--- src/pkg/epc_pkg.sv ---
// What this block does
// - pwm mode, config 00: only output a modulated; b, c, d are port pins.
// - pwm mode, config 01: d modulated, a active, b and c inactive.
// - pwm mode, config 11: b modulated, c active, a and d inactive.
// - capture or compare mode: config ignored, pin a is ccp pin, others port.
// - output config field sits in control bits 7:6, used only in pwm mode.
// - duty low bits sit in control bits 5:4, unused outside pwm mode.
// - duty value is duty high byte followed by the two low bits.
// - mode field 0000 switches the unit off and resets it.
// - low mode bits pick polarity of pair a/c and pair b/d in pwm mode.
package epc_pkg;
	localparam logic [1:0] ADDR_CONTROL     = 2'h0;
	localparam logic [1:0] ADDR_DUTY_HIGH   = 2'h1;
	localparam logic [1:0] ADDR_PERIOD      = 2'h2;
	localparam logic [1:0] ADDR_STATUS      = 2'h3;
	localparam int         CFG_MSB          = 7;
	localparam int         CFG_LSB          = 6;
	localparam int         DLOW_MSB         = 5;
	localparam int         DLOW_LSB         = 4;
	localparam int         MODE_MSB         = 3;
	localparam int         MODE_LSB         = 0;
	localparam logic [7:0] CONTROL_RESET    = 8'h00;
	localparam logic [7:0] DUTY_HIGH_RESET  = 8'h00;
	localparam logic [7:0] PERIOD_RESET     = 8'hFF;
	localparam logic [3:0] MODE_OFF         = 4'h0;
	localparam logic [1:0] MODE_HI_PWM      = 2'h3;
	localparam logic [1:0] CFG_SINGLE       = 2'h0;
	localparam logic [1:0] CFG_FULL_FWD     = 2'h1;
	localparam logic [1:0] CFG_HALF         = 2'h2;
	localparam logic [1:0] CFG_FULL_REV     = 2'h3;
	localparam logic [7:0] DEAD_BAND_CYCLES = 8'h04;
endpackage

--- src/verilog/epc_pwm_core.sv ---
module epc_pwm_core
	import epc_pkg::*;
#(
	parameter int DUTY_W = 10
) (
	// clock and reset
	input  wire logic              clk_i,
	input  wire logic              rst_i,
	input  wire logic              en_i,
	// control
	input  wire logic              run_i,
	input  wire logic [7:0]        period_i,
	input  wire logic [DUTY_W-1:0] duty_i,
	// waveform
	output logic                   pwm_o,
	output logic                   period_start_o
);
	logic [DUTY_W-1:0] cnt_ff;
	logic [DUTY_W-1:0] nxt_cnt;
	logic [DUTY_W-1:0] top;

	// counter runs in quarter steps so the two low bits matter
	assign top            = {period_i, 2'b11};
	assign nxt_cnt        = (cnt_ff == top) ? '0 : cnt_ff + 1'b1;
	assign period_start_o = run_i && (cnt_ff == '0);

	always_ff @(posedge clk_i or posedge rst_i) begin
		if (rst_i) begin
			cnt_ff <= '0;
		end else if (en_i) begin
			cnt_ff <= run_i ? nxt_cnt : '0;
		end
	end

	always_ff @(posedge clk_i or posedge rst_i) begin
		if (rst_i) begin
			pwm_o <= 1'b0;
		end else if (en_i) begin
			pwm_o <= run_i && (nxt_cnt < duty_i);
		end
	end
endmodule

--- src/verilog/epc_dead_band.sv ---
module epc_dead_band
	import epc_pkg::*;
(
	// clock and reset
	input  wire logic       clk_i,
	input  wire logic       rst_i,
	input  wire logic       en_i,
	// waveform in
	input  wire logic       pwm_i,
	input  wire logic [7:0] delay_i,
	// complementary out
	output logic            hi_o,
	output logic            lo_o
);
	logic       prev_ff;
	logic [7:0] wait_ff;

	// both sides idle while the delay runs, so switches never overlap
	always_ff @(posedge clk_i or posedge rst_i) begin
		if (rst_i) begin
			prev_ff <= 1'b0;
			wait_ff <= 8'h00;
			hi_o    <= 1'b0;
			lo_o    <= 1'b0;
		end else if (en_i) begin
			prev_ff <= pwm_i;
			if (pwm_i != prev_ff) begin
				wait_ff <= delay_i;
				hi_o    <= 1'b0;
				lo_o    <= 1'b0;
			end else if (wait_ff > 8'h01) begin
				wait_ff <= wait_ff - 8'h01;
			end else begin
				// load cycle counts as the first idle cycle, so a zero delay still idles one
				wait_ff <= 8'h00;
				hi_o    <= pwm_i;
				lo_o    <= ~pwm_i;
			end
		end
	end
endmodule

--- src/verilog/epc_top.sv ---
module epc_top
	import epc_pkg::*;
(
	// clock, reset, enable
	input  wire logic       CLK_SYS_I,
	input  wire logic       RESET_I,
	input  wire logic       CE_I,
	// register port
	input  wire logic [1:0] ADDR_I,
	input  wire logic [7:0] WDATA_I,
	input  wire logic       WR_I,
	input  wire logic       RD_I,
	output logic      [7:0] RDATA_O,
	// compare output from the capture/compare logic
	input  wire logic       CCP_OUT_I,
	// output pins
	output logic            PWM_OUT_A_O,
	output logic            PWM_OUT_B_O,
	output logic            PWM_OUT_C_O,
	output logic            PWM_OUT_D_O,
	// pin ownership, high while the unit owns the pin
	output logic            OWN_A_O,
	output logic            OWN_B_O,
	output logic            OWN_C_O,
	output logic            OWN_D_O
);
	logic [7:0] control_ff;
	logic [7:0] duty_high_ff;
	logic [7:0] period_ff;
	logic [7:0] duty_latch_ff;
	logic [1:0] duty_low_latch_ff;
	logic [1:0] output_config_field;
	logic [1:0] duty_low_bits;
	logic [3:0] unit_mode_field;
	logic       pwm_mode;
	logic       unit_off;
	logic       pwm_raw;
	logic       period_start;
	logic       half_hi;
	logic       half_lo;
	logic       pol_ac_low;
	logic       pol_bd_low;
	logic [9:0] duty_value;
	logic [3:0] nxt_pin;
	logic [3:0] nxt_own;
	logic [3:0] pin_ff;
	logic [3:0] own_ff;

	assign output_config_field = control_ff[CFG_MSB:CFG_LSB];
	assign duty_low_bits       = control_ff[DLOW_MSB:DLOW_LSB];
	assign unit_mode_field     = control_ff[MODE_MSB:MODE_LSB];
	assign pwm_mode            = unit_mode_field[3:2] == MODE_HI_PWM;
	assign unit_off            = unit_mode_field == MODE_OFF;
	assign pol_ac_low          = unit_mode_field[1];
	assign pol_bd_low          = unit_mode_field[0];

	always_ff @(posedge CLK_SYS_I or posedge RESET_I) begin
		if (RESET_I) begin
			control_ff <= CONTROL_RESET;
		end else if (CE_I && WR_I && ADDR_I == ADDR_CONTROL) begin
			control_ff <= WDATA_I;
		end
	end

	always_ff @(posedge CLK_SYS_I or posedge RESET_I) begin
		if (RESET_I) begin
			duty_high_ff <= DUTY_HIGH_RESET;
			period_ff    <= PERIOD_RESET;
		end else if (CE_I && WR_I) begin
			if (ADDR_I == ADDR_DUTY_HIGH) begin
				duty_high_ff <= WDATA_I;
			end
			if (ADDR_I == ADDR_PERIOD) begin
				period_ff <= WDATA_I;
			end
		end
	end

	// duty is taken at period start so a cycle never sees half an update
	always_ff @(posedge CLK_SYS_I or posedge RESET_I) begin
		if (RESET_I) begin
			duty_latch_ff     <= DUTY_HIGH_RESET;
			duty_low_latch_ff <= 2'b00;
		end else if (CE_I) begin
			if (unit_off) begin
				duty_latch_ff     <= DUTY_HIGH_RESET;
				duty_low_latch_ff <= 2'b00;
			end else if (period_start || !pwm_mode) begin
				duty_latch_ff     <= duty_high_ff;
				duty_low_latch_ff <= duty_low_bits;
			end
		end
	end

	assign duty_value = {duty_latch_ff, duty_low_latch_ff};

	epc_pwm_core #(
		.DUTY_W (10)
	) u_core (
		.clk_i          (CLK_SYS_I),
		.rst_i          (RESET_I),
		.en_i           (CE_I),
		.run_i          (pwm_mode),
		.period_i       (period_ff),
		.duty_i         (duty_value),
		.pwm_o          (pwm_raw),
		.period_start_o (period_start)
	);

	epc_dead_band u_dead (
		.clk_i   (CLK_SYS_I),
		.rst_i   (RESET_I),
		.en_i    (CE_I),
		.pwm_i   (pwm_raw),
		.delay_i (DEAD_BAND_CYCLES),
		.hi_o    (half_hi),
		.lo_o    (half_lo)
	);

	// in pwm mode levels are active-sense first, then polarity, with the ownership mask applied last
	always_comb begin
		nxt_pin = 4'b0000;
		nxt_own = 4'b0000;
		if (unit_off) begin
			nxt_pin = 4'b0000;
			nxt_own = 4'b0000;
		end else if (!pwm_mode) begin
			nxt_pin = {3'b000, CCP_OUT_I};
			nxt_own = 4'b0001;
		end else begin
			case (output_config_field)
				CFG_SINGLE: begin
					nxt_pin = {3'b000, pwm_raw};
					nxt_own = 4'b0001;
				end
				CFG_FULL_FWD: begin
					nxt_pin = {pwm_raw, 1'b0, 1'b0, 1'b1};
					nxt_own = 4'b1111;
				end
				CFG_HALF: begin
					nxt_pin = {2'b00, half_lo, half_hi};
					nxt_own = 4'b0011;
				end
				CFG_FULL_REV: begin
					nxt_pin = {1'b0, 1'b1, pwm_raw, 1'b0};
					nxt_own = 4'b1111;
				end
				default: begin
					nxt_pin = 4'b0000;
					nxt_own = 4'b0000;
				end
			endcase
			nxt_pin = nxt_pin ^ {pol_bd_low, pol_ac_low, pol_bd_low, pol_ac_low};
			nxt_pin = nxt_pin & nxt_own;
		end
	end

	always_ff @(posedge CLK_SYS_I or posedge RESET_I) begin
		if (RESET_I) begin
			pin_ff <= 4'b0000;
			own_ff <= 4'b0000;
		end else if (CE_I) begin
			pin_ff <= nxt_pin;
			own_ff <= nxt_own;
		end
	end

	assign PWM_OUT_A_O = pin_ff[0];
	assign PWM_OUT_B_O = pin_ff[1];
	assign PWM_OUT_C_O = pin_ff[2];
	assign PWM_OUT_D_O = pin_ff[3];
	assign OWN_A_O     = own_ff[0];
	assign OWN_B_O     = own_ff[1];
	assign OWN_C_O     = own_ff[2];
	assign OWN_D_O     = own_ff[3];

	// status shows live pin levels and ownership
	always_ff @(posedge CLK_SYS_I or posedge RESET_I) begin
		if (RESET_I) begin
			RDATA_O <= 8'h00;
		end else if (CE_I) begin
			if (RD_I) begin
				case (ADDR_I)
					ADDR_CONTROL:   RDATA_O <= control_ff;
					ADDR_DUTY_HIGH: RDATA_O <= duty_high_ff;
					ADDR_PERIOD:    RDATA_O <= period_ff;
					ADDR_STATUS:    RDATA_O <= {own_ff, pin_ff};
					default:        RDATA_O <= 8'h00;
				endcase
			end else begin
				RDATA_O <= 8'h00;
			end
		end
	end
endmodule

--- config.mk ---
export PLATFORM = sky130hd
export DESIGN_NAME = epc_top
export DESIGN_NICKNAME = d
export VERILOG_FILES = /design/src/pkg/epc_pkg.sv /design/src/verilog/epc_pwm_core.sv /design/src/verilog/epc_dead_band.sv /design/src/verilog/epc_top.sv
export SDC_FILE = /design/constraint.sdc
export NUM_CORES = 1
export LEC_CHECK = 0
export BUFFER_PORTS_ARGS = -buffer_cell sky130_fd_sc_hd__buf_2
export CORE_MARGIN = 10
export CORE_UTILIZATION = 50
export CTS_CLUSTER_DIAMETER = 60
export CTS_CLUSTER_SIZE = 25
export DETAILED_ROUTE_END_ITERATION = 12
export GPL_TIMING_DRIVEN = 0
export PLACE_DENSITY_LB_ADDON = 0.2
export SETUP_SLACK_MARGIN = 0.4
export SYNTH_ARGS = -nofsm -noshare
export SYNTH_HDL_FRONTEND = slang
export SYNTH_SLANG_ARGS = --single-unit
--- constraint.sdc ---
create_clock -name CLK_SYS_I -period 6 [get_ports CLK_SYS_I]
set_input_delay 0.9 -clock CLK_SYS_I [delete_from_list [all_inputs] [get_ports CLK_SYS_I]]
set_output_delay 0.9 -clock CLK_SYS_I [all_outputs]
set_load 0.03 [all_outputs]
After elaboration in Yosys (flattened, before gate mapping). Cells that the tools add are included.

Output and inout bits: 16. Logic and storage cells: 71. Memories kept: 0. Flip-flop bits (word level): 72. Memory bits (writable): 0. Latch bits: 0. Memory bits (read-only): 0. Bits of input ports: 16.

Div/mod/pow operators: 0. Shift-type cells: 0. Magnitude comparators: 2. Muxes and demuxes: 24. Reduce and logical (&&, ||, !) cells: 16. Equal/unequal tests: 10. Bitwise operators: 3. $add $sub $neg: 2. Multipliers: 0.

Operators with widths (number): 8-bit 2-to-1 mux (5); 4-bit 2-to-1 mux (8); 8-bit case mux with 4 select lines (1); 10-bit 2-to-1 mux (2); 4-bit case mux with 4 select lines (1); 4-bit case mux with 3 select lines (1); 10-bit by 1-bit adder with 10-bit output, second input constant (1); 10-bit equality test (1); 2-bit equality test, second input constant (5); 10-bit zero test (1); 10-bit less-than comparator (1); 8-bit by 1-bit greater-than comparator with 1-bit output, second input constant (1); 2-bit AND reduction (4); 8-bit by 1-bit subtractor with 8-bit output, second input constant (1); 4-bit AND (1); 2-bit by 1-bit equality test with 1-bit output, second input constant (2); 1-bit logical AND (4); 2-bit zero test (2); 4-bit zero test (1); 1-bit 2-to-1 mux (4); 2-bit 2-to-1 mux (2); 4-bit bitwise XOR (1); 2-bit by 1-bit != test with 1-bit output, second input constant (1); 2-bit nonzero test (1); other kinds (5) (5).

Logic depth before layout (Yosys ltp). Gate-level depths: netlist (run 1).

Word-level depth: 8. Gate-level depth with buffers: 12. Depth with buffers taken out: 11.

Hierarchy. Synthesis (run 1) repeated with hierarchy kept, for this count alone.

Cell total of the unflattened synthesis: 373. Area total of the unflattened synthesis: 4111.4 µm².

By module, submodules not included: epc_top (instances 1, area an instance 2248.4 µm², seq. area each 1236.2 µm², cells each 166); epc_pwm_core (instances 1, area an instance 1182.4 µm², seq. area each 275.3 µm², cells each 135); epc_dead_band (instances 1, area an instance 680.7 µm², seq. area each 275.3 µm², cells each 72).

Worst setup path after synthesis (run 1). OpenSTA, ideal clock, no wires.

Kind: reg-to-reg. Start: reg period_ff[3]. End: reg u_core.pwm_o. Setup slack: 3.728 ns. Period minus slack after synthesis: 2.272 ns. Arrival: 2.189 ns. Cell stages (with the launch flop): 12. Required time: 5.917 ns. Setup time: 0.083 ns. Buffers on the path: 1. Cell sequence: dfstp_2 xnor2_4 nand3_2 nor3_1 buf_2 nor2_1 ha_1 a21oi_1 nor2b_1 o21ai_0 nand4_1 o21ai_0.

Longest elaborated chain between the ends: 4.

Ends and longest elaborated chain: start, declared (line epc_top.sv:29) `logic [7:0] period_ff;`; start signal, assigned (line epc_top.sv:68) `period_ff <= PERIOD_RESET;`; start signal, assigned (line epc_top.sv:74) `period_ff <= WDATA_I;`; 10-bit equality test (line epc_pwm_core.sv:24) `assign nxt_cnt = (cnt_ff == top) ? '0 : cnt_ff + 1'b1;`; 10-bit 2-to-1 mux (line epc_pwm_core.sv:24); 10-bit less-than comparator (line epc_pwm_core.sv:39) `pwm_o <= run_i && (nxt_cnt < duty_i);`; 1-bit logical AND (line epc_pwm_core.sv:39); end signal, assigned (line epc_pwm_core.sv:39); end, declared (line epc_pwm_core.sv:15) `output logic pwm_o,`.

Every way passes these cells. A chain may end at the register's enable or synchronous reset.

Worst setup path in the final report (run 1).
Start: reg u_core.cnt_ff[0]. End: reg u_core.pwm_o.

Longest elaborated chain between the ends: 4. Elaborated cells on any way between the ends: 5. Those cells by class: 1 x add/sub; 1 x order compare; 1 x eq/ne; 1 x mux; 1 x reduce/logical.

Ends and longest elaborated chain: start, declared (line epc_pwm_core.sv:18) `logic [DUTY_W-1:0] cnt_ff;`; start signal, assigned (line epc_pwm_core.sv:31) `cnt_ff <= run_i ? nxt_cnt : '0;`; 10-bit by 1-bit adder with 10-bit output / 10-bit equality test (equally long branches) (line epc_pwm_core.sv:24); 10-bit 2-to-1 mux (*) (line epc_pwm_core.sv:24); 10-bit less-than comparator (*) (line epc_pwm_core.sv:39); 1-bit logical AND (*) (line epc_pwm_core.sv:39).

Mark *: on every way between the ends. The rest lies on a longest branch, timed or not.

==> results.txt, run 1 <==
half-perimeter wire length after placement = 6830 microns
global-route wire length before repair = 15200 microns
clk slew on worst S/H paths = 0.08 ns
Port Buffers = 30
number of optimization iterations in the first detailed-route pass = 4
TritonCTS clock tree = built
Die Outline Area = 12000 sq um
largest net degree at the start of global routing = 72
fraction of registers with async set/reset = 100%
fraction of layout cells with a size suffix above 1 = 29.0%
largest incremental delay on the critical path = 0.45 ns
highest net fanout along the worst path = 10
f_max = 382 MHz
number of hold violations in the final report = 0
Least-Margin Pin Slew = 0.886 ns
overall routed net length = 9230 microns
routability-driven placement congestion ratio = 0.842
period utilization = 43.6%
DRC violations left = 0
Netlist Area Pre-Place = 3990 sq um
YS warnings = 0
endpoint of the lowest-slack register-to-register path = u_core.pwm_o$_DFFE_PP0P_
commonest cells after routing, fill and taps aside = sky130_fd_sc_hd__dfrtp_1, sky130_fd_sc_hd__buf_2, sky130_fd_sc_hd__inv_1
crit path capture type = flip-flop
commonest non-fill, non-tap cell in the layout = sky130_fd_sc_hd__dfrtp_1
final critical-path required period = 2.62 ns
Setup crit start kind = flip-flop
clock latency on the worst-skew pair = 0.34 ns
Leakage = 1.98 nW
Unique masters post-synth = 58
Syn Inst Count = 365
Data arrival, critical path = 2.89 ns
FF-to-FF setup slack = 3.38 ns
starting density of the core = 51.6%
crit path launch = u_core.cnt_ff[0]$_DFFE_PP0P_
Clock Sink Count = 71
number of nets with antenna violations after routing = 0
fraction of the yosys area taken by sequential cells = 44.8%
Hold-fix buffers, CTS = 0
leading register cell type out of synthesis = sky130_fd_sc_hd__dfrtp_1
Core Footprint = 7730 sq um
Clock Skews = 0.00797 ns
Slew Viols, Final = 0
total via count after detailed routing = 2929
worst setup path class = reg2reg
H-tree lvl count = 3
beginning of the worst register-to-register path = u_core.cnt_ff[0]$_DFFE_PP0P_
grt total ovfl = 0
average detailed-routed wire length per instance = 18.0 microns
PostCTS Resize Cnt = 0
Relative slew margins = 40.9%
Bufs on Longest Clock Path = 2
via count of the first global-routing pass = 2976
critical path, cell by cell = ha_1, nand2_2, nor3_1, buf_2, nor2_1, ha_1, a21oi_1, nor2b_1, o21ai_0, nand4_1, o21ai_0
post-DR vias/cell = 5.71
Area Overhead vs Synth = 11.8%
path category of the worst min-delay check = reg2reg
post-synthesis sequential element count = 71
count of final setup violators = 0
Post-synth EDFFs = 0
max_cap viols = 0
Post-Synthesis Net Count = 396
Worst R2R Path Depth = 11
worst-case vdd ir drop = 0.169 mV
Top-Level Pins = 32
unrepaired setup endpoints after global routing = no
CTS buffer count = 9
die outline height = 109 microns
Total GRT Usage = 16.2%
sum of negative setup slack = 0 ns
mean area per synthesized cell = 10.9 sq um
Horiz. Die Dim = 109 microns
slowest cell on the critical path = sky130_fd_sc_hd__dfrtp_1
number of standard-cell rows in the floorplan = 32
dpl ws = 3.40 ns
number of diodes added for antenna fixing = 0
critical path data required time = 6.27 ns
Setup Fix Bufs, Post-CTS = 0
destination of the critical timing path = u_core.pwm_o$_DFFE_PP0P_
cell area power density = 343 nW/um^2
crit path setup slack, layout = 3.38 ns
antenna violations before repair = 0
number of nets in the finished design = 437
clock root buffer master = sky130_fd_sc_hd__clkbuf_8
result of the run = complete, no violations
count of routing violations after the opening detailed-route iteration = 144
==> critical path: cells and delay by family, from the launching register on <==
| family | cells | cell delay (ns) |
|---|---|---|
| buffers and inverters | 1 | 0.28 |
| adder cells (fa/ha/maj) | 2 | 0.61 |
| flip-flops | 1 | 0.45 |
| AO/OA/AOI/OAI | 3 | 0.51 |
| AND/OR/NAND/NOR | 5 | 0.70 |
==> report_power, final <==
part           total, W  switching, W  internal [W]
logic          0.000465      0.000251      0.000214
clock network  0.000365      0.000198      0.000168
registers      0.000700      0.000108      0.000593
==> stage by stage <==
step | hold WS (ns) | instances | utilization, % | total power, W | cell area, sq um
after detailed placement | 0.478 | 497 | 55.3 | 0.00118 | 4270
after floorplan | 0.457 | 365 | - | 0.00104 | 3990
final | 0.500 | 513 | 57.7 | 0.00153 | 4460
after global routing | 0.521 | 513 | 57.7 | 0.00163 | 4460
after global placement | 0.477 | 497 | 55.2 | 0.00116 | 4270
after CTS | 0.501 | 513 | 57.7 | 0.00155 | 4460
==> synthesized netlist by cell type (2+ instances only) <==
library cell | n | area [sq um]
sky130_fd_sc_hd__mux2_2 | 26 | 293
sky130_fd_sc_hd__or3_1 | 2 | 12.5
sky130_fd_sc_hd__xnor2_4 | 2 | 55.1
sky130_fd_sc_hd__o2bb2ai_1 | 4 | 35.0
sky130_fd_sc_hd__mux4_2 | 8 | 180
sky130_fd_sc_hd__buf_6 | 7 | 78.8
sky130_fd_sc_hd__and3_1 | 3 | 18.8
sky130_fd_sc_hd__xnor2_2 | 3 | 48.8
sky130_fd_sc_hd__a31oi_1 | 2 | 12.5
sky130_fd_sc_hd__a21oi_1 | 5 | 25.0
sky130_fd_sc_hd__a32oi_1 | 2 | 17.5
sky130_fd_sc_hd__o21ai_1 | 6 | 30.0
sky130_fd_sc_hd__nand2b_1 | 4 | 25.0
sky130_fd_sc_hd__ha_1 | 15 | 188
sky130_fd_sc_hd__dfstp_2 | 8 | 210
sky130_fd_sc_hd__buf_4 | 2 | 15.0
sky130_fd_sc_hd__clkbuf_1 | 6 | 22.5
sky130_fd_sc_hd__and3_2 | 3 | 22.5
sky130_fd_sc_hd__nor2_1 | 21 | 78.8
sky130_fd_sc_hd__o21ai_0 | 26 | 130
sky130_fd_sc_hd__nand2_1 | 17 | 63.8
sky130_fd_sc_hd__nand3_1 | 12 | 60.1
sky130_fd_sc_hd__nor3_1 | 10 | 50.1
sky130_fd_sc_hd__nor2b_1 | 7 | 43.8
sky130_fd_sc_hd__inv_1 | 30 | 113
sky130_fd_sc_hd__nand4_1 | 4 | 25.0
sky130_fd_sc_hd__o31ai_1 | 2 | 15.0
sky130_fd_sc_hd__a22o_1 | 18 | 158
sky130_fd_sc_hd__and2_1 | 2 | 12.5
sky130_fd_sc_hd__dfrtp_1 | 63 | 1580
sky130_fd_sc_hd__nor3b_1 | 2 | 15.0
sky130_fd_sc_hd__buf_2 | 4 | 20.0
sky130_fd_sc_hd__xnor2_1 | 13 | 114
sky130_fd_sc_hd__o22ai_1 | 2 | 12.5
==> worst min path at each step <==
stage                                     start  cells past startpoint                                to
2_1_floorplan     u_dead.wait_ff[7]$_DFFE_PP0P_                      1     u_dead.wait_ff[7]$_DFFE_PP0P_
3_3_place_gp      u_dead.wait_ff[7]$_DFFE_PP0P_                      1     u_dead.wait_ff[7]$_DFFE_PP0P_
3_5_place_dp      u_dead.wait_ff[7]$_DFFE_PP0P_                      1     u_dead.wait_ff[7]$_DFFE_PP0P_
4_1_cts           u_dead.wait_ff[7]$_DFFE_PP0P_                      1     u_dead.wait_ff[7]$_DFFE_PP0P_
5_1_grt        duty_low_latch_ff[0]$_DFFE_PP0P_                      1  duty_low_latch_ff[0]$_DFFE_PP0P_
6_report          u_dead.wait_ff[7]$_DFFE_PP0P_                      1     u_dead.wait_ff[7]$_DFFE_PP0P_
==> flip-flops by register name, indices dropped and copies added, names as in the netlist <==
| signal | cells |
|---|---|
| control_ff | 8 |
| pin_ff | 4 |
| u_dead.prev_ff | 1 |
| u_dead.wait_ff | 8 |
| u_dead.lo_o | 1 |
| period_ff | 8 |
| u_core.cnt_ff | 10 |
| duty_latch_ff | 8 |
| RDATA_O | 8 |
| own_ff | 3 |
| u_core.pwm_o | 1 |
| duty_low_latch_ff | 2 |
| duty_high_ff | 8 |
| u_dead.hi_o | 1 |
==> per-layer routing <==
metal  vias to the layer above  track usage, %  share of wire (%)
li1                       1384               -                  -
met1                      1461            21.8                 45
met2                        68            25.3                 48
met3                        16            3.92                5.6
met4                         0            5.11                1.5
met5                         -               0                  0
==> cells by family (layout without fill, tap and decap cells) <==
logic type	after synthesis	count (layout)	synth area share [%]
AOI/OAI and AO/OA	75	75	12.9
xor gates and xnor gates	19	19	5.68
muxes	35	35	12.1
DFF	71	71	44.8
adders and majority gates	15	15	4.70
and+or+nand+nor	99	99	13.4
buffers and inverters	51	97	6.46
==> cell type report <==
| cell class | instances | area, sq um |
|---|---|---|
| plain buffers | 21 | 145 |
| clock buffers | 10 | 138 |
| clock inverters | 6 | 52.6 |
| fillers | 661 | 3270 |
| inverters | 30 | 115 |
| multi-input cells | 243 | 1950 |
| flip-flops and latches | 71 | 1790 |
| well taps | 102 | 128 |
| repair buffers | 30 | 150 |
No activity file was read; power rests on OpenSTA's default activity.
==> inputs of run 2 (changes only) <==
==> constraint.sdc (replaced) <==
create_clock -name CLK_SYS_I -period 2.7 [get_ports CLK_SYS_I]
set_input_delay 0.405 -clock CLK_SYS_I [delete_from_list [all_inputs] [get_ports CLK_SYS_I]]
set_output_delay 0.405 -clock CLK_SYS_I [all_outputs]
set_load 0.03 [all_outputs]
==> run 2 against run 1 <==
Design area grew 3.6%. Register-to-register slack lost 2.9 ns. Clock-buffer cell count is the same.
==> results.txt, run 2 (synthesized netlist as in run 1, its figures left out) <==
worst hold margin = 0.236 ns
path category of the worst min-delay check = in2async
largest net degree at the start of global routing = 72
crit path buf inv count = 1
Port Buffers = 30
clock latency on the worst-skew pair = 0.34 ns
overall routed net length = 9630 microns
number of optimization iterations in the first detailed-route pass = 4
Setup crit start kind = flip-flop
H-tree lvl count = 3
dpl ws = 0.0965 ns
utilization after layout = 59.8%
antenna violations before repair = 0
result of the run = complete, no violations
Die Outline Area = 12000 sq um
commonest cells after routing, fill and taps aside = sky130_fd_sc_hd__dfrtp_1, sky130_fd_sc_hd__buf_2, sky130_fd_sc_hd__inv_1
length of routed wiring on met1 = 4190 microns
count of routing violations after the opening detailed-route iteration = 137
Area Overhead vs Synth = 15.8%
critical path data required time = 2.93 ns
via count of the first global-routing pass = 3045
worst setup path class = reg2reg
Data arrival, critical path = 2.46 ns
unrepaired setup endpoints after global routing = yes
dominant delay contributor by cell family on the critical path = simple AND/OR/NAND/NOR gates
count of final setup violators = 0
number of standard-cell rows in the floorplan = 32
total of fill cells in the finished design = 641
Top-Level Pins = 32
largest incremental delay on the critical path = 0.61 ns
average detailed-routed wire length per instance = 18.4 microns
highest net fanout along the worst path = 5
Relative slew margins = 41.5%
crit path capture type = flip-flop
Clock Skews = 0.00813 ns
clock root buffer master = sky130_fd_sc_hd__clkbuf_8
crit path setup slack, layout = 0.464 ns
number of nets in the finished design = 447
die outline height = 109 microns
total via count after detailed routing = 2972
total area of multi-input combinational cells = 2020 sq um
slowest cell on the critical path = sky130_fd_sc_hd__dfstp_2
TritonCTS clock tree = built
total power of the final layout = 0.00347 W
Hold-fix buffers, CTS = 0
commonest non-fill, non-tap cell in the layout = sky130_fd_sc_hd__dfrtp_1
final critical-path required period = 2.24 ns
critical path, cell by cell = xnor2_2, nand4_2, nor3_4, buf_6, nor2_1, ha_1, nand4_1, nor4_1, o21ai_1
CTS buffer count = 9
number of flip-flops under the largest register name = 10
length of routed met2 wiring = 4670 microns
DRC violations left = 0
routability-driven placement congestion ratio = 0.842
post-DR vias/cell = 5.68
number of nets with antenna violations after routing = 0
Slew Viols, Final = 0
clk slew on worst S/H paths = 0.08 ns
Leakage = 2.05 nW
Total GRT Usage = 16.6%
Bufs on Longest Clock Path = 2
period utilization = 82.8%
f_max = 447 MHz
number of diodes added for antenna fixing = 0
highest metal layer used by the detailed router = met4
max_cap viols = 0
wire length on met3 = 575 microns
Core Footprint = 7730 sq um
Biggest register = u_core.cnt_ff
worst-case vdd ir drop = 0.386 mV
cell area power density = 751 nW/um^2
starting density of the core = 51.6%
grt total ovfl = 0
Least-Margin Pin Slew = 0.877 ns
number of hold violations in the final report = 0
half-perimeter wire length after placement = 6830 microns
Horiz. Die Dim = 109 microns
Clock Sink Count = 71
global-route wire length before repair = 15600 microns
register area = 1790 sq um
fraction of layout cells with a size suffix above 1 = 34.2%
[run 2: area by class of cell]
class | instances | area share, %
Buffer | 21 | 3.28
Timing Repair Buffer | 40 | 4.87
Inverter | 30 | 2.49
Multi-Input combinational cell | 243 | 43.7
Tap cell | 102 | 2.76
Sequential cell | 71 | 38.7
Clock buffer | 10 | 2.98
Clock inverter | 6 | 1.14
[run 2: layer usage]
layer  global-route usage, %  vias to the layer above
li1                        -                     1406
met1                    21.8                     1460
met2                    26.4                       86
met3                    4.15                       20
met4                    5.58                        0
met5                       0                        -
[run 2: worst paths after layout]
path                       cells after the start                       endpoint                           from  slack (ns)
min in group CLK_SYS_I                         2      control_ff[5]$_DFFE_PP0P_                     WDATA_I[5]        0.31
hold reg to reg                                1  u_dead.wait_ff[7]$_DFFE_PP0P_  u_dead.wait_ff[7]$_DFFE_PP0P_        0.50
max in group asynchronous                      2   u_core.cnt_ff[0]$_DFFE_PP0P_                        RESET_I        1.84
setup / recovery                               9       u_core.pwm_o$_DFFE_PP0P_       period_ff[7]$_DFFE_PP1P_        0.46
hold / removal                                 2    duty_high_ff[4]$_DFFE_PP0P_                        RESET_I        0.24
setup reg to reg                               9       u_core.pwm_o$_DFFE_PP0P_       period_ff[7]$_DFFE_PP1P_        0.46
[run 2: power by group]
part,switching (W),internal (W),total [W]
clock,0.000448,0.000373,0.000821
combinational,0.000584,0.000505,0.00109
sequential,0.000241,0.00132,0.00156
total,0.00127,0.00220,0.00347
[run 2: stage by stage]
| stage | instances | setup TNS (ns) | instance area [sq um] |
|---|---|---|---|
| after floorplan | 365 | 0 | 3990 |
| after global placement | 497 | -24.07 | 4270 |
| after detailed placement | 497 | 0 | 4270 |
| after CTS | 517 | 0 | 4530 |
| after global routing | 523 | 0 | 4620 |
| final | 523 | 0 | 4620 |
[run 2: timing repair]
| action | in CTS | in global routing |
|---|---|---|
| endpoints found under the setup margin | 1 | 1 |
| pin swaps | 3 | 7 |
| resized for setup | 12 | 12 |
| buffers inserted | 3 | 6 |
| cloned | 1 | 0 |
==> inputs of run 3 (changes only) <==
==> constraint.sdc (replaced) <==
create_clock -name CLK_SYS_I -period 1.8 [get_ports CLK_SYS_I]
set_input_delay 0.27 -clock CLK_SYS_I [delete_from_list [all_inputs] [get_ports CLK_SYS_I]]
set_output_delay 0.27 -clock CLK_SYS_I [all_outputs]
set_load 0.03 [all_outputs]
==> run 3 against run 2 <==
The run now ends with setup timing left. Clock skew up 0.0024 ns. Critical endpoint unchanged. Design area up 6.1%. Routed wire length up 3.2%. Maximum frequency down 2.3%. Flip-flop and latch count unchanged. Clock-buffer cell count up 2. Largest cell class unchanged. Via count up 1.9%. Sequential share of layout area down 2.2 points. Core utilization up 3.6 points. Highest routed layer unchanged.
==> results.txt, run 3 (synthesized netlist as in run 1, its figures left out) <==
endpoint of the lowest-slack register-to-register path = u_core.pwm_o$_DFFE_PP0P_
violations in the final reports = setup timing
number of nets with antenna violations after routing = 0
clock root buffer master = sky130_fd_sc_hd__clkbuf_8
H-tree lvl count = 3
total power of the final layout = 0.00543 W
cell area power density = 1110 nW/um^2
clock latency on the worst-skew pair = 0.36 ns
Worst R2R Path Depth = 11
share of total power in combinational logic = 34.4%
starting density of the core = 51.6%
path category of the worst min-delay check = in2async
Hold-fix buffers, CTS = 0
half-perimeter wire length after placement = 6910 microns
count of routing violations after the opening detailed-route iteration = 156
result of the run = finished, violations left
unrepaired setup endpoints after global routing = yes
grt total ovfl = 0
total area of multi-input combinational cells = 2210 sq um
critical path, cell by cell = xnor2_2, nand4_2, nor3_4, buf_6, nor2_1, ha_1, nand4_1, nor3_1, nor2_1, nand4_1, o21ai_1
wire length on met3 = 453 microns
register area = 1790 sq um
Data arrival, critical path = 2.52 ns
total of fill cells in the finished design = 612
TritonCTS clock tree = built
dominant delay contributor by cell family on the critical path = simple AND/OR/NAND/NOR gates
number of standard-cell rows in the floorplan = 32
Leakage = 2.13 nW
crit path capture type = flip-flop
beginning of the worst register-to-register path = period_ff[1]$_DFFE_PP1P_
average detailed-routed wire length per instance = 18.8 microns
switching share of power = 36.3%
antenna violations before repair = 0
Biggest register = u_core.cnt_ff
post-DR vias/cell = 5.72
Slew Viols, Final = 0
Horiz. Die Dim = 109 microns
Total GRT Usage = 17.2%
Port Buffers = 30
commonest non-fill, non-tap cell in the layout = sky130_fd_sc_hd__dfrtp_1
largest net degree at the start of global routing = 40
FF-to-FF setup slack = -0.49 ns
Bufs on Longest Clock Path = 2
share of total power in the clock network = 22.1%
worst hold margin = 0.0321 ns
dpl ws = -0.679 ns
crit path buf inv count = 1
highest metal layer used by the detailed router = met4
critical path data required time = 2.04 ns
largest incremental delay on the critical path = 0.60 ns
period utilization = 127%
Clock Sink Count = 71
max_cap viols = 0
crit path setup slack, layout = -0.489 ns
clk slew on worst S/H paths = 0.08 ns
count of final setup violators = 25
length of routed wiring on met1 = 4390 microns
Area Overhead vs Synth = 22.9%
DRC violations left = 0
global-route wire length before repair = 16100 microns
worst-case vdd ir drop = 0.690 mV
Die Outline Area = 12000 sq um
Clock Skews = 0.0105 ns
number of flip-flops under the largest register name = 10
slowest cell on the critical path = sky130_fd_sc_hd__dfstp_2
Least-Margin Pin Slew = 0.747 ns
total via count after detailed routing = 3027
number of hold violations in the final report = 0
commonest cells after routing, fill and taps aside = sky130_fd_sc_hd__dfrtp_1, sky130_fd_sc_hd__buf_2, sky130_fd_sc_hd__inv_1
Top-Level Pins = 32
switching power of the nets = 0.00197 W
length of routed met2 wiring = 4890 microns
routability-driven placement congestion ratio = 0.850
number of diodes added for antenna fixing = 0
Relative slew margins = 50.1%
f_max = 437 MHz
Setup crit start kind = flip-flop
sequential fraction of design power = 43.5%
worst setup path class = reg2reg
via count of the first global-routing pass = 3093
highest net fanout along the worst path = 5
final critical-path required period = 2.29 ns
design internal power = 0.00346 W
overall routed net length = 9930 microns
Core Footprint = 7730 sq um
number of nets in the finished design = 453
die outline height = 109 microns
fraction of layout cells with a size suffix above 1 = 40.5%
number of optimization iterations in the first detailed-route pass = 4
CTS buffer count = 9
[run 3: final cells by class]
class / count / area share (%)
Timing Repair Buffer: 45 / 6.15
Buffer: 21 / 3.39
Sequential cell: 71 / 36.5
Tap cell: 102 / 2.60
Inverter: 30 / 2.42
Multi-Input combinational cell: 244 / 45.1
Clock inverter: 4 / 0.587
Clock buffer: 12 / 3.16
[run 3: through the flow]
stage / instance area (sq um) / util (%) / TNS, ns / std cells
floorplan: 4020 / - / -0.322 / 365
global route: 4900 / 63.5 / -3.66 / 529
detailed placement: 4320 / 55.9 / -1.01 / 498
finish: 4900 / 63.5 / -2.17 / 529
global placement: 4300 / 55.7 / -0.698 / 497
CTS: 4750 / 61.4 / -1.09 / 523
[run 3: worst max path at each step]
stage                                       startpoint                       end  slack, ns  depth (start not counted)
after detailed placement  u_core.cnt_ff[0]$_DFFE_PP0P_  u_core.pwm_o$_DFFE_PP0P_      -0.68                         11
after CTS                     period_ff[1]$_DFFE_PP1P_  u_core.pwm_o$_DFFE_PP0P_      -0.44                          9
after global routing          period_ff[1]$_DFFE_PP1P_  u_core.pwm_o$_DFFE_PP0P_      -0.63                          9
final                         period_ff[1]$_DFFE_PP1P_  u_core.pwm_o$_DFFE_PP0P_      -0.49                         11
after floorplan               period_ff[4]$_DFFE_PP1P_  u_core.pwm_o$_DFFE_PP0P_      -0.32                         11
after global placement    u_core.cnt_ff[0]$_DFFE_PP0P_  u_core.pwm_o$_DFFE_PP0P_      -0.61                         11
[run 3: power by group through the flow]
stage | Clock [W] | Sequential (W) | Combinational (W)
2_1_floorplan | 0 | 0.00234 | 0.00117
3_5_place_dp | 0 | 0.00236 | 0.00161
5_1_grt | 0.00129 | 0.00241 | 0.00205
6_report | 0.00120 | 0.00236 | 0.00187
3_3_place_gp | 0 | 0.00235 | 0.00156
4_1_cts | 0.00122 | 0.00233 | 0.00173
[run 3: per-layer routing]
metal | GRT usage, % | vias up
li1 | - | 1412
met1 | 21.9 | 1517
met2 | 28.0 | 75
met3 | 4.15 | 23
met4 | 6.23 | 0
met5 | 0 | -
[run 3: what timing repair did]
action	CTS	global route
setup endpoints to repair	33	34
gates resized for setup	33	28
pin swaps	17	9
buffers inserted	8	5
cloned	1	1
